--- src/logic/estop_consts.svh ---
`ifndef ESTOP_CONSTS_SVH
`define ESTOP_CONSTS_SVH

// ---------------------------------------------------------------
// Timing
// ---------------------------------------------------------------
`define ESTOP_CLK_NS         50
`define ESTOP_STEP_MS        10
`define ESTOP_STEP_CYCLES    (`ESTOP_STEP_MS * 1000000 / `ESTOP_CLK_NS)
`define ESTOP_WIN_MAX_S      30
`define ESTOP_WIN_MAX_STEPS  (`ESTOP_WIN_MAX_S * 1000 / `ESTOP_STEP_MS)
`define ESTOP_WIN_DEF_MS     30
`define ESTOP_WIN_DEF_STEPS  (`ESTOP_WIN_DEF_MS / `ESTOP_STEP_MS)

// ---------------------------------------------------------------
// Widths
// ---------------------------------------------------------------
`define ESTOP_WIN_W          12
`define ESTOP_PRE_W          18
`define ESTOP_ADDR_W         8
`define ESTOP_DATA_W         32
`define ESTOP_IRQ_W          3

// ---------------------------------------------------------------
// Register offsets
// ---------------------------------------------------------------
`define ESTOP_REG_CTRL       8'h00
`define ESTOP_REG_WINDOW     8'h04
`define ESTOP_REG_STATUS     8'h08
`define ESTOP_REG_IRQ_STAT   8'h0C
`define ESTOP_REG_IRQ_MASK   8'h10

// ---------------------------------------------------------------
// Fields and reset values
// ---------------------------------------------------------------
`define ESTOP_CTRL_W         5
`define ESTOP_CTRL_RESET     5'h1D
`define ESTOP_IRQ_ERR_SET    0
`define ESTOP_IRQ_PERMIT_OFF 1
`define ESTOP_IRQ_ERR_CLR    2

`endif

--- src/logic/estop_pkg.sv ---
`default_nettype none
`include "estop_consts.svh"

package estop_pkg;

    typedef enum logic [1:0] {
        IN_SINGLE,
        IN_EQUIV,
        IN_COMPL,
        IN_RSVD
    } input_type_t;

    typedef struct packed {
        logic        mm_en;
        logic        fault_en;
        logic        run;
        input_type_t in_type;
    } ctrl_t;

    typedef struct packed {
        logic nc1;
        logic ch2;
    } contacts_t;

    typedef struct packed {
        logic                       wr;
        logic                       rd;
        logic [`ESTOP_ADDR_W-1:0]   addr;
        logic [`ESTOP_DATA_W-1:0]   wdata;
    } reg_req_t;

    typedef struct packed {
        logic permit;
        logic fault;
        logic mismatch;
    } safety_out_t;

endpackage
`default_nettype wire

--- src/logic/contact_sync.sv ---
`timescale 1ns/10ps
`default_nettype none
`include "estop_consts.svh"

module contact_sync (
    // Clock and reset
    input  wire logic                clk,
    input  wire logic                rst,
    input  wire logic                ce,
    // Contacts
    input  wire estop_pkg::contacts_t raw,
    output var  estop_pkg::contacts_t clean
);
    import estop_pkg::*;

    contacts_t s1;
    contacts_t s2;
    contacts_t s3;
    contacts_t next_clean;

    // A level is taken only when the second and third stages agree.
    always_comb begin
        next_clean = clean;
        if (s2 == s3) begin
            next_clean = s3;
        end
    end

    always_ff @(posedge clk) begin
        if (rst) begin
            s1    <= '0;
            s2    <= '0;
            s3    <= '0;
            clean <= '0;
        end else if (ce) begin
            s1    <= raw;
            s2    <= s1;
            s3    <= s2;
            clean <= next_clean;
        end
    end

endmodule
`default_nettype wire

--- src/logic/mismatch_timer.sv ---
`timescale 1ns/10ps
`default_nettype none
`include "estop_consts.svh"

module mismatch_timer #(
    parameter int unsigned STEP_CYCLES = `ESTOP_STEP_CYCLES
) (
    // Clock and reset
    input  wire logic                    clk,
    input  wire logic                    rst,
    input  wire logic                    ce,
    // Control
    input  wire logic                    run,
    input  wire logic [`ESTOP_WIN_W-1:0] window,
    // Result
    output logic                         expired
);
    logic [`ESTOP_PRE_W-1:0] pre;
    logic [`ESTOP_PRE_W-1:0] next_pre;
    logic [`ESTOP_WIN_W-1:0] steps;
    logic [`ESTOP_WIN_W-1:0] next_steps;
    logic                    next_expired;

    // Any break in the run request restarts from zero, so only an
    // unbroken disagreement can reach the window.
    always_comb begin
        next_pre     = '0;
        next_steps   = '0;
        next_expired = 1'b0;
        if (run) begin
            next_steps   = steps;
            next_expired = expired;
            if (pre == `ESTOP_PRE_W'(STEP_CYCLES - 1)) begin
                if (steps != window) begin
                    next_steps = steps + `ESTOP_WIN_W'(1);
                end
                if (steps + `ESTOP_WIN_W'(1) >= window) begin
                    next_expired = 1'b1;
                end
            end else begin
                next_pre = pre + `ESTOP_PRE_W'(1);
            end
        end
    end

    always_ff @(posedge clk) begin
        if (rst) begin
            pre     <= '0;
            steps   <= '0;
            expired <= 1'b0;
        end else if (ce) begin
            pre     <= next_pre;
            steps   <= next_steps;
            expired <= next_expired;
        end
    end

endmodule
`default_nettype wire

--- src/logic/estop_dual_channel_monitor.sv ---
// Overview of operation
// RULE_01: Permit follows active input; errors force it off.
// RULE_02: Reset clears errors and all timers.
// RULE_03: Equivalent type permits only when both read ON.
// RULE_04: Complementary permits on first ON, second OFF.
// RULE_05: Window 0..30 s, 10 ms steps; zero disables.
// RULE_06: Window must exceed the controller scan time.
// RULE_07: Mismatch forces permit off, raises fault and error.
// RULE_08: Inputs inactive then active clears mismatch error.
// RULE_09: Stopped then running mode clears mismatch error.
// RULE_10: Fault and mismatch outputs are individually enabled.
// RULE_11: Pair with a manual reset block downstream.
// RULE_12: Single type: permit follows first input, no check.
// RULE_13: Disagreement longer than window raises mismatch error.
`timescale 1ns/10ps
`default_nettype none
`include "estop_consts.svh"

module estop_dual_channel_monitor #(
    parameter int unsigned STEP_CYCLES = `ESTOP_STEP_CYCLES
) (
    // Clock and reset
    input  wire logic                      clk,
    input  wire logic                      rst,
    input  wire logic                      ce,
    // Register port
    input  wire estop_pkg::reg_req_t       bus_req,
    output logic [`ESTOP_DATA_W-1:0]       rdata,
    // Stop switch contacts
    input  wire estop_pkg::contacts_t      contacts,
    // Safety outputs
    output var  estop_pkg::safety_out_t    safety,
    output logic                           irq
);
    import estop_pkg::*;

    // ---------------------------------------------------------------
    // Declarations
    // ---------------------------------------------------------------
    ctrl_t                    ctrl;
    ctrl_t                    next_ctrl;
    logic [`ESTOP_WIN_W-1:0]  window;
    logic [`ESTOP_WIN_W-1:0]  next_window;
    logic [`ESTOP_IRQ_W-1:0]  irq_stat;
    logic [`ESTOP_IRQ_W-1:0]  next_irq_stat;
    logic [`ESTOP_IRQ_W-1:0]  irq_mask;
    logic [`ESTOP_IRQ_W-1:0]  next_irq_mask;
    logic [`ESTOP_IRQ_W-1:0]  events;
    logic [`ESTOP_DATA_W-1:0] next_rdata;
    logic                     next_irq;
    contacts_t                sync_c;
    logic                     err;
    logic                     next_err;
    logic                     seen_off;
    logic                     next_seen_off;
    logic                     seen_stop;
    logic                     next_seen_stop;
    safety_out_t              next_safety;
    logic                     expired;
    logic                     ch_ok;
    logic                     ch_off;
    logic                     disagree;
    logic                     check_en;

    // ---------------------------------------------------------------
    // Contact decoding
    // ---------------------------------------------------------------
    function automatic logic pass_of(input input_type_t t, input contacts_t c);
        case (t)
            IN_SINGLE: pass_of = c.nc1;
            IN_COMPL:  pass_of = c.nc1 & ~c.ch2;
            default:   pass_of = c.nc1 & c.ch2;
        endcase
    endfunction

    function automatic logic safe_of(input input_type_t t, input contacts_t c);
        case (t)
            IN_SINGLE: safe_of = ~c.nc1;
            IN_COMPL:  safe_of = ~c.nc1 & c.ch2;
            default:   safe_of = ~c.nc1 & ~c.ch2;
        endcase
    endfunction

    contact_sync u_sync (
        .clk   (clk),
        .rst   (rst),
        .ce    (ce),
        .raw   (contacts),
        .clean (sync_c)
    );

    // The reserved type code behaves as the default equivalent type.
    assign ch_ok    = pass_of(ctrl.in_type, sync_c); // RULE_03 RULE_04 RULE_12
    assign ch_off   = safe_of(ctrl.in_type, sync_c);
    assign disagree = (ctrl.in_type != IN_SINGLE) && !ch_ok && !ch_off; // RULE_12
    assign check_en = disagree && (window != '0) && !err; // RULE_05 RULE_13

    // ---------------------------------------------------------------
    // Mismatch timing
    // ---------------------------------------------------------------
    mismatch_timer #(
        .STEP_CYCLES (STEP_CYCLES)
    ) u_timer (
        .clk     (clk),
        .rst     (rst),
        .ce      (ce),
        .run     (check_en),
        .window  (window),
        .expired (expired)
    );

    // ---------------------------------------------------------------
    // Error and permit
    // ---------------------------------------------------------------
    // Recovery needs the whole inactive-then-active walk after the error;
    // an input that was already active when the error hit cannot clear it.
    always_comb begin
        next_err       = err;
        next_seen_off  = seen_off;
        next_seen_stop = seen_stop;
        if (err) begin
            if (ch_off) begin
                next_seen_off = 1'b1;
            end
            if (!ctrl.run) begin
                next_seen_stop = 1'b1;
            end
            if ((seen_off && ch_ok) || (seen_stop && ctrl.run)) begin
                next_err       = 1'b0; // RULE_08 RULE_09
                next_seen_off  = 1'b0;
                next_seen_stop = 1'b0;
            end
        end else if (expired) begin
            next_err = 1'b1; // RULE_07 RULE_13
        end
        next_safety.permit   = ctrl.run && ch_ok && !next_err; // RULE_01 RULE_07
        next_safety.fault    = next_err && ctrl.fault_en; // RULE_07 RULE_10
        next_safety.mismatch = next_err && ctrl.mm_en; // RULE_07 RULE_10
    end

    always_ff @(posedge clk) begin
        if (rst) begin
            err       <= 1'b0; // RULE_02
            seen_off  <= 1'b0;
            seen_stop <= 1'b0;
            safety    <= '0;
        end else if (ce) begin
            err       <= next_err;
            seen_off  <= next_seen_off;
            seen_stop <= next_seen_stop;
            safety    <= next_safety;
        end
    end

    // ---------------------------------------------------------------
    // Registers and interrupt
    // ---------------------------------------------------------------
    always_comb begin
        events = '0;
        events[`ESTOP_IRQ_ERR_SET]    = next_err && !err;
        events[`ESTOP_IRQ_PERMIT_OFF] = safety.permit && !next_safety.permit;
        events[`ESTOP_IRQ_ERR_CLR]    = err && !next_err;
        next_ctrl     = ctrl;
        next_window   = window;
        next_irq_mask = irq_mask;
        next_rdata    = '0;
        // An event in the clearing read's own cycle stays set.
        next_irq_stat = irq_stat | events;
        if (bus_req.wr) begin
            if (bus_req.addr == `ESTOP_REG_CTRL) begin
                next_ctrl = ctrl_t'(bus_req.wdata[`ESTOP_CTRL_W-1:0]);
            end else if (bus_req.addr == `ESTOP_REG_WINDOW) begin
                // Settings beyond the longest window saturate there.
                if (bus_req.wdata > `ESTOP_DATA_W'(`ESTOP_WIN_MAX_STEPS)) begin
                    next_window = `ESTOP_WIN_W'(`ESTOP_WIN_MAX_STEPS); // RULE_05
                end else begin
                    next_window = bus_req.wdata[`ESTOP_WIN_W-1:0];
                end
            end else if (bus_req.addr == `ESTOP_REG_IRQ_MASK) begin
                next_irq_mask = bus_req.wdata[`ESTOP_IRQ_W-1:0];
            end
        end
        if (bus_req.rd) begin
            if (bus_req.addr == `ESTOP_REG_CTRL) begin
                next_rdata = `ESTOP_DATA_W'(ctrl);
            end else if (bus_req.addr == `ESTOP_REG_WINDOW) begin
                next_rdata = `ESTOP_DATA_W'(window);
            end else if (bus_req.addr == `ESTOP_REG_STATUS) begin
                next_rdata = `ESTOP_DATA_W'({sync_c, err, safety});
            end else if (bus_req.addr == `ESTOP_REG_IRQ_STAT) begin
                next_rdata    = `ESTOP_DATA_W'(irq_stat);
                next_irq_stat = events;
            end else if (bus_req.addr == `ESTOP_REG_IRQ_MASK) begin
                next_rdata = `ESTOP_DATA_W'(irq_mask);
            end
        end
        next_irq = |(next_irq_stat & next_irq_mask);
    end

    always_ff @(posedge clk) begin
        if (rst) begin
            ctrl     <= ctrl_t'(`ESTOP_CTRL_RESET);
            window   <= `ESTOP_WIN_W'(`ESTOP_WIN_DEF_STEPS); // RULE_05
            irq_stat <= '0;
            irq_mask <= '0;
            rdata    <= '0;
            irq      <= 1'b0;
        end else if (ce) begin
            ctrl     <= next_ctrl;
            window   <= next_window;
            irq_stat <= next_irq_stat;
            irq_mask <= next_irq_mask;
            rdata    <= next_rdata;
            irq      <= next_irq;
        end
    end
endmodule
`default_nettype wire

--- config.mk ---
export PLATFORM = sky130hd
export DESIGN_NAME = estop_dual_channel_monitor
export DESIGN_NICKNAME = d
export VERILOG_FILES = /design/src/logic/estop_pkg.sv /design/src/logic/contact_sync.sv /design/src/logic/mismatch_timer.sv /design/src/logic/estop_dual_channel_monitor.sv
export VERILOG_INCLUDE_DIRS = /design/src /design/src/logic
export SDC_FILE = /design/constraint.sdc
export NUM_CORES = 1
export LEC_CHECK = 0
export BUFFER_PORTS_ARGS = -buffer_cell sky130_fd_sc_hd__buf_4
export CORE_UTILIZATION = 45
export DETAILED_ROUTE_END_ITERATION = 12
export PLACE_DENSITY = 0.67
export SETUP_SLACK_MARGIN = 0.4
export SLEW_MARGIN = 20
export SYNTH_ARGS = -nofsm -noshare
export SYNTH_HDL_FRONTEND = slang
export SYNTH_HIERARCHICAL = 1
export SYNTH_SLANG_ARGS = --single-unit
export TNS_END_PERCENT = 5
--- constraint.sdc ---
create_clock -name clk -period 2.8 [get_ports clk]
set_clock_uncertainty 0.15 [all_clocks]
set_input_delay 0.42 -clock clk [delete_from_list [all_inputs] [get_ports clk]]
set_output_delay 0.42 -clock clk [all_outputs]
set_load 0.01 [all_outputs]
# After elaboration in Yosys (flattened, before gate mapping)
# Cells that the tools add are included.
[word_totals]
reg_bits = 101
elab_cells = 116
output_inout_bits = 36
[classes]
n_lt_le_gt_ge = 2
n_reduce_logical = 32
n_addsub = 2
n_eq_ne = 12
mux = 33
n_bitwise = 9
[ops]
columns = ["operator", "count"]
rows = [
  ["two-way mux 12 bit", 7],
  ["two-way mux 18 bit", 2],
  ["two-way mux 3 bit", 11],
  ["greater-than comparator 32 x 12 -> 1 bit (second input constant)", 1],
  ["adder 18 x 1 -> 18 bit (second input constant)", 1],
  ["equality test 18 bit (second input constant)", 1],
  ["equality test 8 x 4 -> 1 bit (second input constant)", 2],
  ["AND reduction 3 bit", 5],
  ["logical AND 1 bit", 13],
  ["adder 12 x 1 -> 12 bit (second input constant)", 1],
  ["greater-or-equal comparator 12 bit", 1],
  ["!= test 12 bit", 1],
  ["nonzero test 12 bit", 1],
  ["two-way mux 1 bit", 10],
  ["equality test 8 x 3 -> 1 bit (second input constant)", 1],
  ["equality test 8 x 5 -> 1 bit (second input constant)", 1],
  ["zero test 8 bit", 1],
  ["!= test 2 x 1 -> 1 bit (second input constant)", 4],
  ["two-way mux 6 bit", 1],
  ["zero test 1 bit", 5],
  ["AND 1 bit", 4],
  ["case mux 1 bit (2 select lines)", 2],
  ["AND reduction 4 bit", 1],
  ["nonzero test 2 bit", 2],
  ["9 further kinds", 11],
]

# Longest topological paths before layout
[logic_depth]
word_depth = 19
depth_mapped = 12
ltp_nobuf = 10

# Cells and area by module
# The synthesis kept the hierarchy.
[modules_own_cells]
columns = ["mod", "n_inst", "area_each_um2", "cells_per_inst"]
rows = [
  ["estop_dual_channel_monitor", 1, 2222.1, 258],
  ["mismatch_timer", 1, 2070.7, 246],
  ["contact_sync", 1, 325.3, 33],
]

# Least setup slack after synthesis
# Ideal clock, no wire load.
[synth_timing]
path_type = "register to register"
startpoint = "register u_timer.steps[2]"
endpoint = "register u_timer.expired"
n_path_buf = 1
arrival_time_ns = 2.159
setup_time_ns = 0.115
stages_incl_launch_ff = 10
path_slack_ns = 0.377
cell_sequence = "dfxtp_1 buf_2 and3_1 and3_1 and3_1 xor2_1 ha_1 nand4_1 or3_1 a2111oi_0"
[synth_via]
elab_chain_cells = 4
[synth_rtl]
columns = ["item", "line", "rtl"]
rows = [
  ["from (decl)", "mismatch_timer.sv:20", "logic [`ESTOP_WIN_W-1:0] steps;"],
  ["from (signal assigned)", "mismatch_timer.sv:53", "steps <= next_steps;"],
  ["adder 12 x 1 -> 12 bit", "mismatch_timer.sv:37", "if (steps + `ESTOP_WIN_W'(1) >= window) begin"],
  ["greater-or-equal comparator 12 bit", "mismatch_timer.sv:37", ""],
  ["!= test 2 x 1 -> 1 bit (no source line)", "--", ""],
  ["AND reduction 3 bit (no source line)", "--", ""],
  ["to (signal assigned)", "mismatch_timer.sv:54", "expired <= next_expired;"],
  ["to (decl)", "mismatch_timer.sv:16", "output logic expired"],
]
# Every way passes these cells.
# A chain may end at the register's enable or synchronous reset.

# Final worst setup path
[layout_timing]
startpoint = "register u_timer.steps[1]"
endpoint = "register u_timer.expired"
# Same word-level chain as after synthesis.

==> key figures <==
Floorplan
  • Io pins: 83
  • DIE HEIGHT: 103.3 um
  • Row Count: 36
  • Core area: 9864 um2
  • Die Wd: 103.3 um
  • Initial Util: 0.4682
  • Die area: 10670 um2

Synth
  • Synth top area cells: dfxtp_1, xor2_1, nor2_1
  • Mapped cell area: about 4600 um2
  • Synth area leader: dfxtp_1
  • Yosys reg bits: 81
  • Syn_area_per_cell: 8.600 um2
  • Warnings from Yosys: 6
  • Post-Syn Instances: 537
  • Async set or reset register ratio after synthesis: 0
  • Seq/Total Area, Yosys: 0.3511
  • Area share of the largest cell type after synthesis: 0.3511
  • Number of synthesized flops with an enable pin: 0
  • Commonest cells post-synth: dfxtp_1, nor2_1, nand2_1
  • Main synth FF type: dfxtp_1
  • Most common cell in the netlist: dfxtp_1
  • Synth cell types: between 70 and 80

Worst setup path
  • Worst setup SP type: flip-flop
  • Crit path largest cell delay: 380 ps
  • Critical Path Sink Type: flip-flop
  • Reg-to-Reg End: u_timer/expired
  • Reg2reg start: u_timer/steps[1]
  • Critical-path top delay cell: or3_4
  • CP Class: reg -> reg
  • Crit path required time: just under 3000 ps
  • Critical Path AT: approximately 2600 ps
  • Reg2Reg Setup Slack: 320 ps
  • CP Max Fanout: 3
  • R2r worst-path depth: 8
  • Cell chain of the critical path: and3_4, and3_4, nand4_1, xnor2_2, ha_1, nand4_1, or3_4, a2111oi_4

Clock network
  • Clock Tree Buf Depth: 2
  • TritonCTS clock tree: yes
  • CTS clk-pin slew, worst paths: 80 ps
  • Root buf cell: clkbuf_8
  • Number of buffers created by CTS: 9
  • # clock sinks: 81
  • CTS Hold Buffers Added: 0
  • CTS H-tree depth: 3
  • Clk Latency, worst-skew pair: 360 ps

Detailed routing
  • DRT Pass-1 Iters: 5
  • DRT iter0 DRCs: 289
  • DRC Markers: 0
  • Wire per inst: 15.68 um
  • Antenna-violating nets left: 0
  • Post-Route WL: 11.71 mm
  • DR vias/cell: 5.565
  • Via count: 4157

Timing
  • Post-Route Setup TNS: 0 ps
  • Period utilisation layout: 0.8872
  • Minimum hold slack: between 150 and 200 ps
  • Worst Tran Pin Value: 629.4 ps
  • Slew margin rel.: 0.5800
  • Minimum clock period: 2484 ps
  • Fmax: 402.5 MHz
  • RSZ-0062 raised after global routing: yes
  • Final-report max-slew violation count: 0
  • Final setup vio count: 0
  • Final Hold Violating Endpoints: 0

Place
  • Routability cong.: between 0.8 and 0.9
  • Dpl hpwl: 8.510 mm
  • Buffers on Ports: 62
  • Placed Cells: 721

Cells and area
  • Reg area: roughly 1600 um2
  • Diodes inserted: 0
  • Final Core Density: 0.5680
  • Post-route insts no fill: around 750
  • Fillers: 912
  • Final net count: 670
  • Area growth syn-to-layout: 21.32%
  • Share of cells above drive strength 1: 0.2410
  • Multi-input gate area: 2833 um2

Min path
  • Hold_sp: contacts[1]
  • Worst Hold Class: in -> reg
  • Hold path endpoint: u_sync/s1[1]
  • Worst Hold Path Cells: 3

Global route
  • Total GRT Usage: 0.2391
  • Global-route wire length before repair: 19.74 mm
  • Largest net degree at the start of global routing: 59
  • Initial antenna violation count: 0
  • Vias in the first global route: 4016
  • Grt ovf: 0

Power
  • PD cells: roughly 420 nW/um2
  • Leak: 0.002291 uW
  • VDD IR max: 503.8 uV

Run
  • Max_cap viols: 0

Status
  • Status: completed
## flip-flops by register name, indices dropped and copies added, names as in the netlist, 2 cells and up
| signal | flops |
|---|---|
| u_sync/clean | 2 |
| ctrl | 5 |
| u_sync/s2 | 2 |
| u_timer/pre | 18 |
| rdata | 12 |
| safety | 3 |
| u_sync/s3 | 2 |
| irq_mask | 3 |
| u_timer/steps | 12 |
| irq_stat | 3 |
| window | 12 |
| u_sync/s1 | 2 |
## final cells by class
cell class,count,area share
clock buffer,11,0.02523
clock inverter,5,0.01831
inverter,22,0.01474
multi-input combinational,411,0.5056
sequential,81,0.2939
tap,133,0.02970
timing repair buffer,84,0.1126
## placed cells by master (no fill, tap or decap), types with 4 or more instances in the layout
cell type and n:
buf_4 84, dfxtp_1 71, nor2_1 56, nand2_1 39, a21oi_1 29, nand3_1 24, xor2_1 24, inv_1 21
conb_1 20, mux2i_1 16, nand4_1 14, ha_1 13, o21ai_0 12, xnor2_1 12, and3_1 11, a22oi_1 11
clkbuf_8 10, nor4_1 8, nor3_1 7, a31oi_1 6, nand2b_1 6, o221a_1 6, a21o_1 6, a32oi_1 5
nand4b_1 5, dfxtp_2 5, dfxtp_4 5, nor2b_1 4, and2_1 4, and3_4 4
## worst max-delay path by stage
stage	to	startpoint	depth (start not counted)
finish	u_timer/expired	u_timer/steps[1]	8
detailed placement	u_timer/expired	u_timer/steps[2]	9
CTS	u_timer/expired	u_timer/steps[6]	9
global placement	u_timer/expired	u_timer/steps[0]	10
global route	u_timer/expired	u_timer/steps[1]	8
floorplan	u_timer/expired	u_timer/steps[2]	10
## where the power goes
group | switching [uW] | internal, uW
clock | 429 | 616
sequential | 4.15 | 1150
combinational | 94.2 | 70.7
total | 527 | 1840
## cells by family after synthesis
kind of cell,Yosys count,share of synthesized area
other cells,1,0.0008120
mux,16,0.03468
buf+inv,64,0.08019
xor+xnor,38,0.07207
flops,81,0.3511
fa+ha+maj,14,0.03793
compound gates,104,0.1607
simple gates,219,0.2625
## worst max-delay path, delay by kind of cell, from the launching register on
kind            cells  cell delay (ps)
flops               1              370
xor+xnor            1              190
compound gates      1              280
fa+ha+maj           1              330
simple gates        5             1060
## what timing repair did
item,CTS,global route
setup endpoints to repair,13,13
resized for setup,38,2
pin swaps,7,4
setup buffers,9,1
## metrics by stage
stage / power [uW] / area (um2) / setup WS [ps]
floorplan: 1288 / 4695 / 401.0
global placement: 1343 / 5129 / 109.2
detailed placement: 1344 / 5129 / 11.92
CTS: 2390 / 5592 / 371.5
global route: 2457 / 5603 / 198.4
finish: 2365 / 5603 / 315.7
## layer usage
layer | GRT usage | routed length, um | vias up
met3 | 0.03629 | 630 | 22
met5 | 0 | 0 | -
li1 | - | - | 2049
met4 | 0.07801 | 207 | 0
met1 | 0.3053 | 5233 | 1944
met2 | 0.4144 | 5642 | 142
No activity file was read; power rests on OpenSTA's default activity.
